`src/common/tbrc_map.svh`:
```
`ifndef TBRC_MAP_SVH
`define TBRC_MAP_SVH

`define TBRC_ADDR_CTRL1 16'h0020
`define TBRC_ADDR_STATUS 16'h0021
`define TBRC_ADDR_TRCTL 16'h0022
`define TBRC_ADDR_WINDOW 16'h0024
`define TBRC_ADDR_WINDOW_HI 16'h0025
`define TBRC_ADDR_COUNT 16'h0026
`define TBRC_ADDR_SHARED 16'h0027

`define TBRC_CTRL1_ARM 7
`define TBRC_CTRL1_SEL_HI 1
`define TBRC_CTRL1_SEL_LO 0
`define TBRC_TRCTL_TSRC 6
`define TBRC_TRCTL_ALIGN 0
`define TBRC_FULL_BIT 7

`define TBRC_SEL_STATE_ONE 2'h0
`define TBRC_SEL_STATE_TWO 2'h1
`define TBRC_SEL_STATE_THREE 2'h2
`define TBRC_SEL_MATCH_FLAGS 2'h3

`define TBRC_LINE_LAST 6'h3F
`define TBRC_RESET_SCR 4'h0
`define TBRC_RESET_DATA 16'h0000

`endif

```
`src/common/tbrc_pkg.sv`:
```
package tbrc_pkg;

	typedef enum logic [2:0] {
		TBRC_ST_IDLE = 3'b000,
		TBRC_ST_ONE = 3'b001,
		TBRC_ST_TWO = 3'b010,
		TBRC_ST_THREE = 3'b011,
		TBRC_ST_FINAL = 3'b100
	} tbrc_seq_t;

	typedef struct packed {
		logic full;
		logic [5:0] count;
	} tbrc_cnt_t;

	typedef struct packed {
		logic arm;
		logic [1:0] sel;
		logic tsrc;
		logic align;
		tbrc_seq_t seq;
		logic [3:0] scr1;
		logic [3:0] scr2;
		logic [3:0] scr3;
		logic unlocked;
		logic [5:0] rdPtr;
		logic rdHalf;
		logic [15:0] rdData;
	} tbrc_main_t;

endpackage

```
`src/rtl/tbrc_trace_mem.sv`:
```
`timescale 1ns/100ps
module tbrc_trace_mem
	import tbrc_pkg::*;
(
	input wire logic clock,
	input wire logic writeEn,
	input wire logic [5:0] writeAddr,
	input wire logic [19:0] writeData,
	input wire logic [5:0] readAddr,
	output logic [19:0] readData
);
	// no reset at all: lines survive every reset, power-on leaves them undefined
	logic [19:0] lines [0:63];

	always_ff @(posedge clock) begin
		if (writeEn) begin
			lines[writeAddr] <= writeData;
		end
	end

	assign readData = lines[readAddr];
endmodule

```
`src/rtl/tbrc_line_counter.sv`:
```
`timescale 1ns/100ps
`include "tbrc_map.svh"
module tbrc_line_counter
	import tbrc_pkg::*;
(
	input wire logic clock,
	input wire logic reset_n,
	input wire logic armPulse,
	input wire logic lineStore,
	input wire logic beginAlign,
	output logic [5:0] count,
	output logic full,
	output logic wrapEnd
);
	tbrc_cnt_t st;
	tbrc_cnt_t next_st;
	logic wrap;

	assign wrap = lineStore && !armPulse && (st.count == `TBRC_LINE_LAST);

	always_comb begin
		next_st = st;
		if (armPulse) begin
			next_st.count = 6'h00;
		end else if (lineStore) begin
			next_st.count = st.count + 6'h01;
		end
		// a store in the arming cycle is no wrap: arming clears full
		next_st.full = (st.full && !armPulse) || wrap;
	end

	// only power-on reset reaches here; other resets keep count and flag
	always_ff @(posedge clock or negedge reset_n) begin
		if (!reset_n) begin
			st <= '0;
		end else begin
			st <= next_st;
		end
	end

	assign count = st.count;
	assign full = st.full;
	assign wrapEnd = wrap && beginAlign;
endmodule

```
`src/rtl/tbrc_top.sv`:
```
`timescale 1ns/100ps
`include "tbrc_map.svh"
// Overview of operation
// - 20-bit lines read through 16-bit window
// - every second valid window read (upper half) advances pointer
// - valid read: unlocked, unsecured, disarmed, source enabled
// - arming locks buffer against reading
// - disarmed aligned word write unlocks, data kept
// - byte or misaligned reads give zero
// - armed or source-off reads give zero
// - lines survive resets, undefined after power-on
// - full flag after 64 stored lines
// - full cleared by arming and power-on only
// - full flag bit 7 in two registers
// - count field bits 5..0 holds valid lines
// - wrap sets full, end-align keeps counting
// - count cleared by arming and power-on only
// - reading buffer never changes count
// - begin-align wrap ends session, clears arm
// - full with nonzero count: oldest overwritten
// - count register read-only, writes ignored
// - select 00/01/10 picks state controls
// - select 11 shows match flag register
// - state control steers leaving each state
// - alignment bit: 0 end, 1 begin
// - arming enters state one, indication 001
module tbrc_top
	import tbrc_pkg::*;
(
	input wire logic clock,
	input wire logic reset_n,
	input wire logic sysReset,
	input wire logic [15:0] busAddr,
	input wire logic [15:0] busWdata,
	input wire logic busWrite,
	input wire logic busRead,
	input wire logic busWord,
	output logic [15:0] busRdata,
	input wire logic partSecured,
	input wire logic lineStore,
	input wire logic [19:0] lineData,
	input wire logic [7:0] matchFlags,
	input wire logic seqStep,
	input wire logic [2:0] seqNext,
	output logic sessionArmed,
	output logic traceEnable,
	output logic beginAlign,
	output logic [2:0] sequencerState,
	output logic [3:0] stateControl
);
	tbrc_main_t st;
	tbrc_main_t next_st;
	logic [5:0] count;
	logic full;
	logic wrapEnd;
	logic [19:0] memLine;
	logic armPulse;
	logic store;
	logic winHit;
	logic winValid;
	logic [7:0] statusByte;
	logic [7:0] countByte;
	logic [7:0] sharedByte;

	assign store = lineStore && st.arm && st.tsrc;
	assign armPulse = busWrite && busAddr == `TBRC_ADDR_CTRL1 && busWdata[`TBRC_CTRL1_ARM];
	assign winHit = busAddr == `TBRC_ADDR_WINDOW && busWord;
	assign winValid = busRead && winHit && st.unlocked && !partSecured
		&& !st.arm && st.tsrc;

	tbrc_trace_mem u_mem (
		.clock(clock),
		.writeEn(store),
		.writeAddr(count),
		.writeData(lineData),
		.readAddr(st.rdPtr),
		.readData(memLine)
	);

	tbrc_line_counter u_count (
		.clock(clock),
		.reset_n(reset_n),
		.armPulse(armPulse),
		.lineStore(store),
		.beginAlign(st.align),
		.count(count),
		.full(full),
		.wrapEnd(wrapEnd)
	);

	assign statusByte = {full, 4'h0, st.seq};
	assign countByte = {full, 1'b0, count};

	always_comb begin
		case (st.sel)
			`TBRC_SEL_STATE_ONE: sharedByte = {4'h0, st.scr1};
			`TBRC_SEL_STATE_TWO: sharedByte = {4'h0, st.scr2};
			`TBRC_SEL_STATE_THREE: sharedByte = {4'h0, st.scr3};
			default: sharedByte = matchFlags;
		endcase
	end

	always_comb begin
		next_st = st;
		// read answers: every read reloads the data register, misses read zero
		if (busRead) begin
			next_st.rdData = `TBRC_RESET_DATA;
			case (busAddr)
				`TBRC_ADDR_CTRL1: next_st.rdData = {8'h00, st.arm, 5'h00, st.sel};
				`TBRC_ADDR_STATUS: next_st.rdData = {8'h00, statusByte};
				`TBRC_ADDR_TRCTL: next_st.rdData = {8'h00, 1'b0, st.tsrc, 5'h00, st.align};
				`TBRC_ADDR_COUNT: next_st.rdData = {8'h00, countByte};
				`TBRC_ADDR_SHARED: next_st.rdData = {8'h00, sharedByte};
				default: next_st.rdData = `TBRC_RESET_DATA;
			endcase
			if (winValid) begin
				// low sixteen bits first, then the top four in the low nibble
				if (!st.rdHalf) begin
					next_st.rdData = memLine[15:0];
				end else begin
					next_st.rdData = {12'h000, memLine[19:16]};
					next_st.rdPtr = st.rdPtr + 6'h01;
				end
				next_st.rdHalf = !st.rdHalf;
			end
		end
		if (busWrite) begin
			case (busAddr)
				`TBRC_ADDR_CTRL1: begin
					next_st.sel = busWdata[`TBRC_CTRL1_SEL_HI:`TBRC_CTRL1_SEL_LO];
					if (busWdata[`TBRC_CTRL1_ARM]) begin
						next_st.arm = 1'b1;
						next_st.unlocked = 1'b0;
						next_st.seq = TBRC_ST_ONE;
					end else begin
						// software disarm keeps the last sequencer state visible
						next_st.arm = 1'b0;
					end
				end
				`TBRC_ADDR_TRCTL: begin
					if (!st.arm) begin
						next_st.align = busWdata[`TBRC_TRCTL_ALIGN];
						if (!partSecured) begin
							next_st.tsrc = busWdata[`TBRC_TRCTL_TSRC];
						end
					end
				end
				`TBRC_ADDR_WINDOW: begin
					if (busWord && !st.arm) begin
						next_st.unlocked = 1'b1;
						// when full the write slot holds the oldest line
						next_st.rdPtr = full ? count : 6'h00;
						next_st.rdHalf = 1'b0;
					end
				end
				`TBRC_ADDR_SHARED: begin
					if (!st.arm) begin
						case (st.sel)
							`TBRC_SEL_STATE_ONE: next_st.scr1 = busWdata[3:0];
							`TBRC_SEL_STATE_TWO: next_st.scr2 = busWdata[3:0];
							`TBRC_SEL_STATE_THREE: next_st.scr3 = busWdata[3:0];
							default: next_st.scr1 = st.scr1;
						endcase
					end
				end
				// count register and status ignore writes
				default: next_st.arm = next_st.arm;
			endcase
		end
		if (st.arm && seqStep && !armPulse) begin
			next_st.seq = tbrc_seq_t'(seqNext);
		end
		if (wrapEnd) begin
			next_st.arm = 1'b0;
			next_st.seq = TBRC_ST_IDLE;
		end
		// other resets: buffer lock and pointer stay, count lives elsewhere
		if (sysReset) begin
			next_st.arm = 1'b0;
			next_st.sel = 2'h0;
			next_st.tsrc = 1'b0;
			next_st.align = 1'b0;
			next_st.seq = TBRC_ST_IDLE;
			next_st.scr1 = `TBRC_RESET_SCR;
			next_st.scr2 = `TBRC_RESET_SCR;
			next_st.scr3 = `TBRC_RESET_SCR;
			next_st.rdData = `TBRC_RESET_DATA;
		end
	end

	always_ff @(posedge clock or negedge reset_n) begin
		if (!reset_n) begin
			st <= '0;
		end else begin
			st <= next_st;
		end
	end

	assign busRdata = st.rdData;
	assign sessionArmed = st.arm;
	assign traceEnable = st.tsrc;
	assign beginAlign = st.align;
	assign sequencerState = st.seq;

	// the capture sequencer outside reads the control of the current state
	always_comb begin
		case (st.seq)
			TBRC_ST_ONE: stateControl = st.scr1;
			TBRC_ST_TWO: stateControl = st.scr2;
			TBRC_ST_THREE: stateControl = st.scr3;
			default: stateControl = 4'h0;
		endcase
	end
endmodule

```
`config.mk`:
```
export PLATFORM = sky130hd
export DESIGN_NAME = tbrc_top
export DESIGN_NICKNAME = d
export VERILOG_FILES = /design/src/common/tbrc_pkg.sv /design/src/rtl/tbrc_trace_mem.sv /design/src/rtl/tbrc_line_counter.sv /design/src/rtl/tbrc_top.sv
export VERILOG_INCLUDE_DIRS = /design/src /design/src/common
export SDC_FILE = /design/constraint.sdc
export NUM_CORES = 1
export LEC_CHECK = 0
export ABC_CLOCK_PERIOD_IN_PS = 2900
export BUFFER_PORTS_ARGS = -buffer_cell sky130_fd_sc_hd__clkbuf_2
export CAP_MARGIN = 40
export CORE_MARGIN = 8
export CORE_UTILIZATION = 35
export CTS_CLUSTER_SIZE = 25
export DETAILED_ROUTE_END_ITERATION = 8
export PLACE_DENSITY = 0.52
export SETUP_SLACK_MARGIN = 0.1
export SKIP_CTS_REPAIR_TIMING = 1
export SYNTH_ARGS = -nofsm -noshare
export SYNTH_HDL_FRONTEND = slang
export SYNTH_SLANG_ARGS = --single-unit
```
`constraint.sdc`:
```
create_clock -name clock -period 2.9 [get_ports clock]
set_input_delay 0.29 -clock clock [delete_from_list [all_inputs] [get_ports clock]]
set_output_delay 0.29 -clock clock [all_outputs]
set_load 0.01 [all_outputs]
```
==> key figures, run 1 <==
Pwr
  • P_leak: 19.6 nW
  • Worst vdd ir: 527 uV
  • Pwr/cell area: 624 mW/mm2

Timing
  • Achievable frequency: 360 MHz
  • Hold_ws: 6.57 ps
  • Clock skew: 28.6 ps
  • Final setup vio count: 0
  • Fin crit period: 2780 ps
  • Count of pins over their slew limit: 0
  • Fin. Hold Viols: 0
  • Worst-Margin Slew: 836 ps
  • Final period util: 95.8%
  • Worst Slack Setup Final: 121 ps
  • RSZ-0062 raised after global routing: true
  • Rel. slew slack: 44.3%

Yosys
  • Top_reg_cell synth: edfxtp_1
  • Post-Synth XOR/XNOR Area: 0.152%
  • Main combinational cell family by area after synthesis: multiplexers
  • Synth Register Bits: 1,331
  • Synth Instances: 2,404
  • Top cell type's share of synthesized area: 73.9%
  • Mapped cell area: 0.0520 mm2
  • Area leader, netlist: edfxtp_1
  • Post-Synth Simple-Gate Area: 2.50%
  • Syn_nets: 2,478
  • Sequential fraction of the synthesis area: 76.3%
  • Async SR Flop Fraction: 3.83%
  • Synthesis Warnings: 0
  • Complex-gate fraction of the synthesized area: 2.29%
  • Largest cells by area after synthesis: edfxtp_1 (74%), mux4_2 (14%), dfrtp_1 (2.5%), mux2i_1 (2.1%), nor2_1 (0.79%)
  • Yosys cell types: 62
  • Post-synthesis adder-cell area fraction: 0.0481%
  • Avg Synthesized Cell Area: 21.6 um2
  • Post-synth EDFFs: 1,280
  • Mux share of post-synthesis cell area: 17.0%

Placed design
  • PortBufs: 87
  • DP Worst Slack: -175 ps
  • Post-DP HPWL: 85,200 um
  • Final GP Congestion: 0.851

GRT
  • All-Layer GR Usage: 16.8%
  • Largest net degree at the start of global routing: 65
  • Antenna violations before repair: 4
  • Vias in the first global route: 26,900
  • First-pass GRT wire length: 196,000 um
  • Total grt overflow: 0

Setup path
  • Buf/Inv on CP: 3
  • Kind of critical path: flop to flop
  • Crit path max fanout: 7
  • CP Data Arrival Time: 3430 ps
  • CP top delay family: multiplexers
  • CP startpoint kind: flop
  • Critical path data required time: 3550 ps
  • Slowest stage delay, CP: 610 ps
  • CP most frequent cell: buf_12
  • CP max stage cell: mux4_2
  • Worst Setup End Kind: flop
  • Cells along the critical path: buf_12 -> buf_12 -> buf_12 -> mux4_1 -> mux4_2 -> mux4_2 -> a22o_1

Final layout
  • Area of the multi-input gates: 0.0117 mm2
  • Sequential Area: 0.0397 mm2
  • FILL cells: 12,600
  • Synth-to-Final Area Change: 20.3%
  • Share of layout cells above drive strength 1: 34.6%
  • Leading cell type in the layout, fill and taps excluded: edfxtp_1
  • Final #Nets: 2,865
  • Commonest cells after routing, fill and taps aside: edfxtp_1 (1,280), mux4_2 (326), buf_4 (173)

Clock network
  • TritonCTS clock tree: built
  • CTS root buffer: clkbuf_16
  • H-tree Lvls: 4
  • TritonCTS Buffers: 139
  • CTS Buffer Depth: 3
  • Clk sink count: 1,331
  • Worst-Skew Late Latency: 760 ps
  • Worst-path clk slew: 60 ps

Detailed routing
  • Drt pass-1 iters: 5
  • Routed vias: 25,800
  • Routed Wire Length: 140,000 um
  • Initial DRC Count: 2,591
  • Post-route antenna net violation count: 0
  • # DRC: 0
  • Vias per Instance: 5.35
  • Avg WL per Cell: 29.1 um

Run status
  • Outcome: completed

Die
  • Top Ports: 98
  • Row cnt: 141
  • Width of the die: 402 um
  • Initial core utilization: 35.2%
  • Die Y: 402 um
  • Core ar.: 0.148 mm2
  • Die area: 0.161 mm2

Flow run
  • Max-Cap Viols: 0

Worst hold path
  • Hold Crit Class: primary input to flop
-- power breakdown --
part           internal [mW]  total [mW]  switching, mW
registers               21.1        21.1         0.0111
clock network           10.3        17.5           7.15
logic                  0.125       0.524          0.400
-- path summary, 6_finish.rpt --
check	startpoint	to	slack (ps)	cells after the start
max	st[17]$_DFF_PN0_	busRdata[15]$_DFFE_PN0P_	120	7
min	seqStep	sequencerState[2]$_DFFE_PN0P_	7	4
max reg2reg	st[17]$_DFF_PN0_	busRdata[15]$_DFFE_PN0P_	120	7
min reg2reg	busRdata[0]$_DFFE_PN0P_	busRdata[0]$_DFFE_PN0P_	490	2
max in group asynchronous	reset_n	st[17]$_DFF_PN0_	1930	3
min in group asynchronous	reset_n	u_count.count[2]$_DFFE_PN0P_	160	2
-- synthesized netlist by cell type (7+ instances only) --
cell type     n
a211oi_1     11
a21o_1        8
a21oi_1      26
a221o_1       8
a221oi_1     11
a22oi_1      20
a31oi_1       9
a32oi_1      19
buf_1        25
buf_2        21
buf_4        38
buf_6         8
clkbuf_1     55
dfrtp_1      51
edfxtp_1   1280
inv_1         7
mux2_2       22
mux2i_1     108
mux4_1        7
mux4_2      326
nand2_1      71
nand3_1      25
nand4_1      11
nor2_1      109
nor2b_1      11
nor3_1        8
o21ai_0      15
o22ai_1       9
-- worst register-to-register path, delay by kind of cell (launching register included) --
kind	cells	cell delay (ps)
AOI/OAI and AO/OA	1	190
buffers and inverters	3	410
DFF	1	440
muxes	3	1650
-- through the flow --
stage	TNS (ps)	instances	cell area, um2	power, mW	util, %
final	0	4825	62600	39.1	42.4
after floorplan	0	2404	52000	21.5	-
after global routing	0	4823	62600	40.2	42.4
after global placement	-256	4503	57100	21.9	38.6
after detailed placement	-325	4510	57200	22.0	38.7
after CTS	-353	4753	61600	39.5	41.7
-- layer usage --
layer / GRT usage [%] / part of all wire [%]
met1: 22.5 / 42
met2: 27.5 / 48
met3: 4.12 / 6.9
met4: 4.77 / 2.2
met5: 0 / 0.0086
-- kinds of logic after synthesis --
logic type	after synthesis
muxes	463
AOI/OAI and AO/OA	165
DFF	1331
and+or+nand+nor	277
buffers and inverters	157
adders and majority gates	2
xor gates and xnor gates	9
-- layout make-up --
type	count	share of cell area, %
flip-flops and latches	1331	63.5
clock buffers	179	6.02
well taps	1930	3.86
repair buffers	395	6.86
diodes	2	0.00800
inverters	8	0.0560
multi-input cells	916	18.7
clock inverters	64	1.08
-- flip-flops by register name, indices dropped and copies added (netlist names) --
name,flops
beginAlign,1
u_count.full,1
u_mem.lines,1280
sessionArmed,1
st,22
u_count.count,6
traceEnable,1
sequencerState,3
busRdata,16
Note: power is estimated with default switching activity, not from simulation.
==> run 2: changes to the inputs <==
- ABC_AREA: unset -> 1
- PLACE_DENSITY: 0.52 -> 0.51
==> run 2 against run 1 <==
The run now ends with negative hold slack left. Total power grew 1.2%. Critical endpoint is now busRdata[11]$_DFFE_PN0P_. Largest power group unchanged. Largest cell class unchanged. Critical path depth up 5. Global-route usage increased by 2.1 points.
==> key figures, run 2 <==
GRT
  • Antenna violations before repair: 5 (+1)
  • First-pass GRT wire length: 237,000 um (+21%)
  • Largest net degree at the start of global routing: 96 (+48%)
  • Vias in the first global route: 34,200 (+27%)
  • Total grt overflow: 0 (unchanged)
  • All-Layer GR Usage: 18.9% (+2.1 points)

Yosys
  • Synth Instances: 4,687 (+95%)
  • Avg Synthesized Cell Area: 11.6 um2 (-46%)
  • Sequential fraction of the synthesis area: 73.2% (-3.2 points)
  • Synthesis Warnings: 0 (unchanged)
  • Most frequent cell after synthesis: nand2_1
  • Area leader, netlist: edfxtp_1
  • Top_reg_cell synth: edfxtp_1
  • Yosys cell types: 34 (-45%)
  • Largest cells by area after synthesis: edfxtp_1 (71%), nand2_1 (9.4%), nand3_1 (4.5%), nor2_1 (3.1%), dfrtp_1 (2.4%)
  • Post-synth EDFFs: 1,280 (unchanged)
  • List of most frequent post-synthesis cells: nand2_1 (1,362), edfxtp_1 (1,280), nand3_1 (484)
  • Synth Register Bits: 1,331 (unchanged)
  • Syn_nets: 4,761 (+92%)
  • Mapped cell area: 0.0543 mm2 (+4.4%)
  • Top cell type's share of synthesized area: 70.8% (-3.1 points)
  • Async SR Flop Fraction: 3.83% (unchanged)

Final layout
  • Most flop-heavy register: u_mem.lines
  • Antenna cells: 0 (-2)
  • Commonest cells after routing, fill and taps aside: nand2_1 (1,361), edfxtp_1 (1,280), nand3_1 (484)
  • Final #Nets: 4,963 (+73%)
  • Share of layout cells above drive strength 1: 11.8% (-23 points)
  • Max reg flops: 1,280 (unchanged)
  • Leading cell type in the layout, fill and taps excluded: nand2_1
  • Post-Layout Inst Area: 0.0634 mm2 (+1.3%)
  • Synth-to-Final Area Change: 16.8%

Detailed routing
  • # DRC: 0 (unchanged)
  • Vias per Instance: 5.09 (-4.8%)
  • Avg WL per Cell: 23.1 um (-20%)
  • Routed Wire Length: 163,000 um (+16%)
  • Routed vias: 35,900 (+39%)
  • Drt pass-1 iters: 8 (+3)
  • Post-route antenna net violation count: 0 (unchanged)
  • Initial DRC Count: 3,303 (+27%)

Clock network
  • TritonCTS Buffers: 145 (+4.3%)
  • H-tree Lvls: 4 (unchanged)
  • Worst-path clk slew: 60 ps (about the same)
  • Clk sink count: 1,331 (unchanged)
  • CTS Buffer Depth: 3 (unchanged)
  • CTS root buffer: clkbuf_16
  • TritonCTS clock tree: built
  • Worst-Skew Late Latency: 770 ps (about the same)

Placed design
  • Post-DP Area: 0.0586 mm2 (+2.4%)
  • Final GP Congestion: 0.905 (+6.3%)
  • DP Worst Slack: 364 ps (+539 ps)
  • Post-DP HPWL: 97,300 um (+14%)
  • PortBufs: 87 (unchanged)

Run status
  • Outcome: finished, violations left
  • Failing checks: negative hold slack

Setup path
  • Kind of critical path: flop to flop
  • CP startpoint kind: flop
  • CP max stage cell: dfrtp_4
  • Crit path max fanout: 16 (+9)
  • Worst Setup End Kind: flop
  • CP Data Arrival Time: 3270 ps (-160 ps)
  • Reg-to-Reg Start: st[18]$_DFF_PN0_
  • R2r setup slk: 320 ps (+200 ps)
  • Reg2Reg Depth: 12 (+5)
  • Critical path data required time: 3590 ps (+40 ps)
  • Cells along the critical path: inv_6 -> buf_12 -> buf_12 -> buf_4 -> o21ai_0 -> o22ai_1 -> nand2_1 -> nand2_1 -> nand3_1 -> nand3_1 -> nand3_1 -> nand2_1
  • Capturing point of the worst reg2reg path: busRdata[11]$_DFFE_PN0P_
  • Slowest stage delay, CP: 570 ps (-40 ps)

Pwr
  • Pwr/cell area: 624 mW/mm2 (about the same)
  • P_leak: 22.9 nW (+17%)
  • Pwr Total: 39.5 mW (+1.2%)
  • Clock share of power: 45.2% (+0.5 points)
  • Sequential Power Share: 53.3% (-0.7 points)
  • NetSw: 8.07 mW (+6.8%)
  • Logic gate share of total power: 1.5% (+0.2 points)
  • Internal power: 31.5 mW (about the same)
  • Worst vdd ir: 422 uV (-20%)
  • Sw frac: 20.4% (+1.1 points)

Timing
  • Fin. Hold Viols: 2 (+2)
  • Final setup vio count: 0 (unchanged)
  • Fin crit period: 2580 ps (-195 ps)
  • Worst-Margin Slew: 917 ps (+81.2 ps)
  • Setup TNS: 0 ps (unchanged)
  • Clock skew: 29.4 ps (+0.793 ps)
  • Rel. slew slack: 38.9% (-5.4 points)
  • Worst Slack Setup Final: 316 ps (+195 ps)
  • Achievable frequency: 387 MHz (+7.6%)
  • RSZ-0062 raised after global routing: false
  • Final period util: 89.1% (-6.7 points)
  • Count of pins over their slew limit: 0 (unchanged)
  • Hold_ws: -15.0 ps (-21.6 ps)

Die
  • Die area: 0.168 mm2 (+4.2%)
  • Row cnt: 144 (+2.1%)
  • Core ar.: 0.154 mm2 (+4.3%)
  • Initial core utilization: 35.2% (about the same)
  • Top Ports: 98 (unchanged)
  • Width of the die: 410 um (+2.1%)
  • Die Y: 410 um (+2.1%)

Worst hold path
  • Hold path depth: 7 (+3)
  • Min-delay src: matchFlags[6]
  • Hold Crit Class: primary input to flop
  • Hold Crit Endpoint: busRdata[6]$_DFFE_PN0P_

Flow run
  • Max-Cap Viols: 0 (unchanged)
run 2: power groups by stage:
stage               Clock [mW]  Combinational [mW]  Sequential (mW)
global placement             0               0.544             21.5
detailed placement           0               0.577             21.5
CTS                       18.3               0.578             21.1
global route              19.0               0.632             21.1
finish                    17.9               0.592             21.1
floorplan                    0              0.0426             21.5
run 2: how the worst max path moves through the flow:
stage / to / from
finish: busRdata[11]$_DFFE_PN0P_ / st[18]$_DFF_PN0_
global route: sequencerState[2]$_DFFE_PN0P_ / traceEnable$_DFFE_PN0P_
detailed placement: busRdata[5]$_DFFE_PN0P_ / st[17]$_DFF_PN0_
CTS: busRdata[11]$_DFFE_PN0P_ / st[18]$_DFF_PN0_
global placement: busRdata[0]$_DFFE_PN0P_ / st[17]$_DFF_PN0_
floorplan: u_mem.lines[15][0]$_DFFE_PP_ / u_count.count[1]$_DFFE_PN0P_
run 2: through the flow:
step,hold slack (ps),util [%],std cells
after floorplan,-5.59,-,4687
after global placement,456,37.9,6755
after global routing,9.92,41.2,7046
final,-15.0,41.2,7046
after CTS,-552,41.0,7021
after detailed placement,284,38.0,6761
run 2: kinds of logic (layout without fill, tap and decap cells):
| group | Yosys count | count (layout) | synth area share, % |
|---|---|---|---|
| AO/OA/AOI/OAI | 541 | 541 | 5.21 |
| AND/OR/NAND/NOR | 2401 | 2401 | 18.1 |
| buffers and inverters | 411 | 726 | 3.49 |
| XOR/XNOR | 1 | 1 | 0.0161 |
| adder cells (fa/ha/maj) | 2 | 2 | 0.0461 |
| flip-flops | 1331 | 1331 | 73.2 |
run 2: layout make-up:
type                       instances  area (um2)
clock buffer                     185        3920
clock inverter                    75         652
fill                           14500       90600
inverter                         128         510
multi-input combinational       2945       12900
sequential                      1331       39700
tap                             2044        2560
timing repair buffer             338        3170
run 2: routing by layer:
| metal | track usage (%) | share of wire [%] | up-vias | routed length (um) |
|---|---|---|---|---|
| met5 | 0 | 0 | - | 0 |
| met4 | 5.77 | 2.8 | 0 | 4590 |
| met3 | 2.93 | 6.0 | 212 | 9810 |
| met2 | 29.7 | 46 | 1122 | 75000 |
| met1 | 27.0 | 45 | 17800 | 73600 |
| li1 | - | - | 16800 | - |
run 2: worst max-delay path: cells and delay by family (launching register included):
family          cells  cell delay (ps)
compound gates      2              230
flops               1              570
simple gates        6              940
buf+inv             4              750
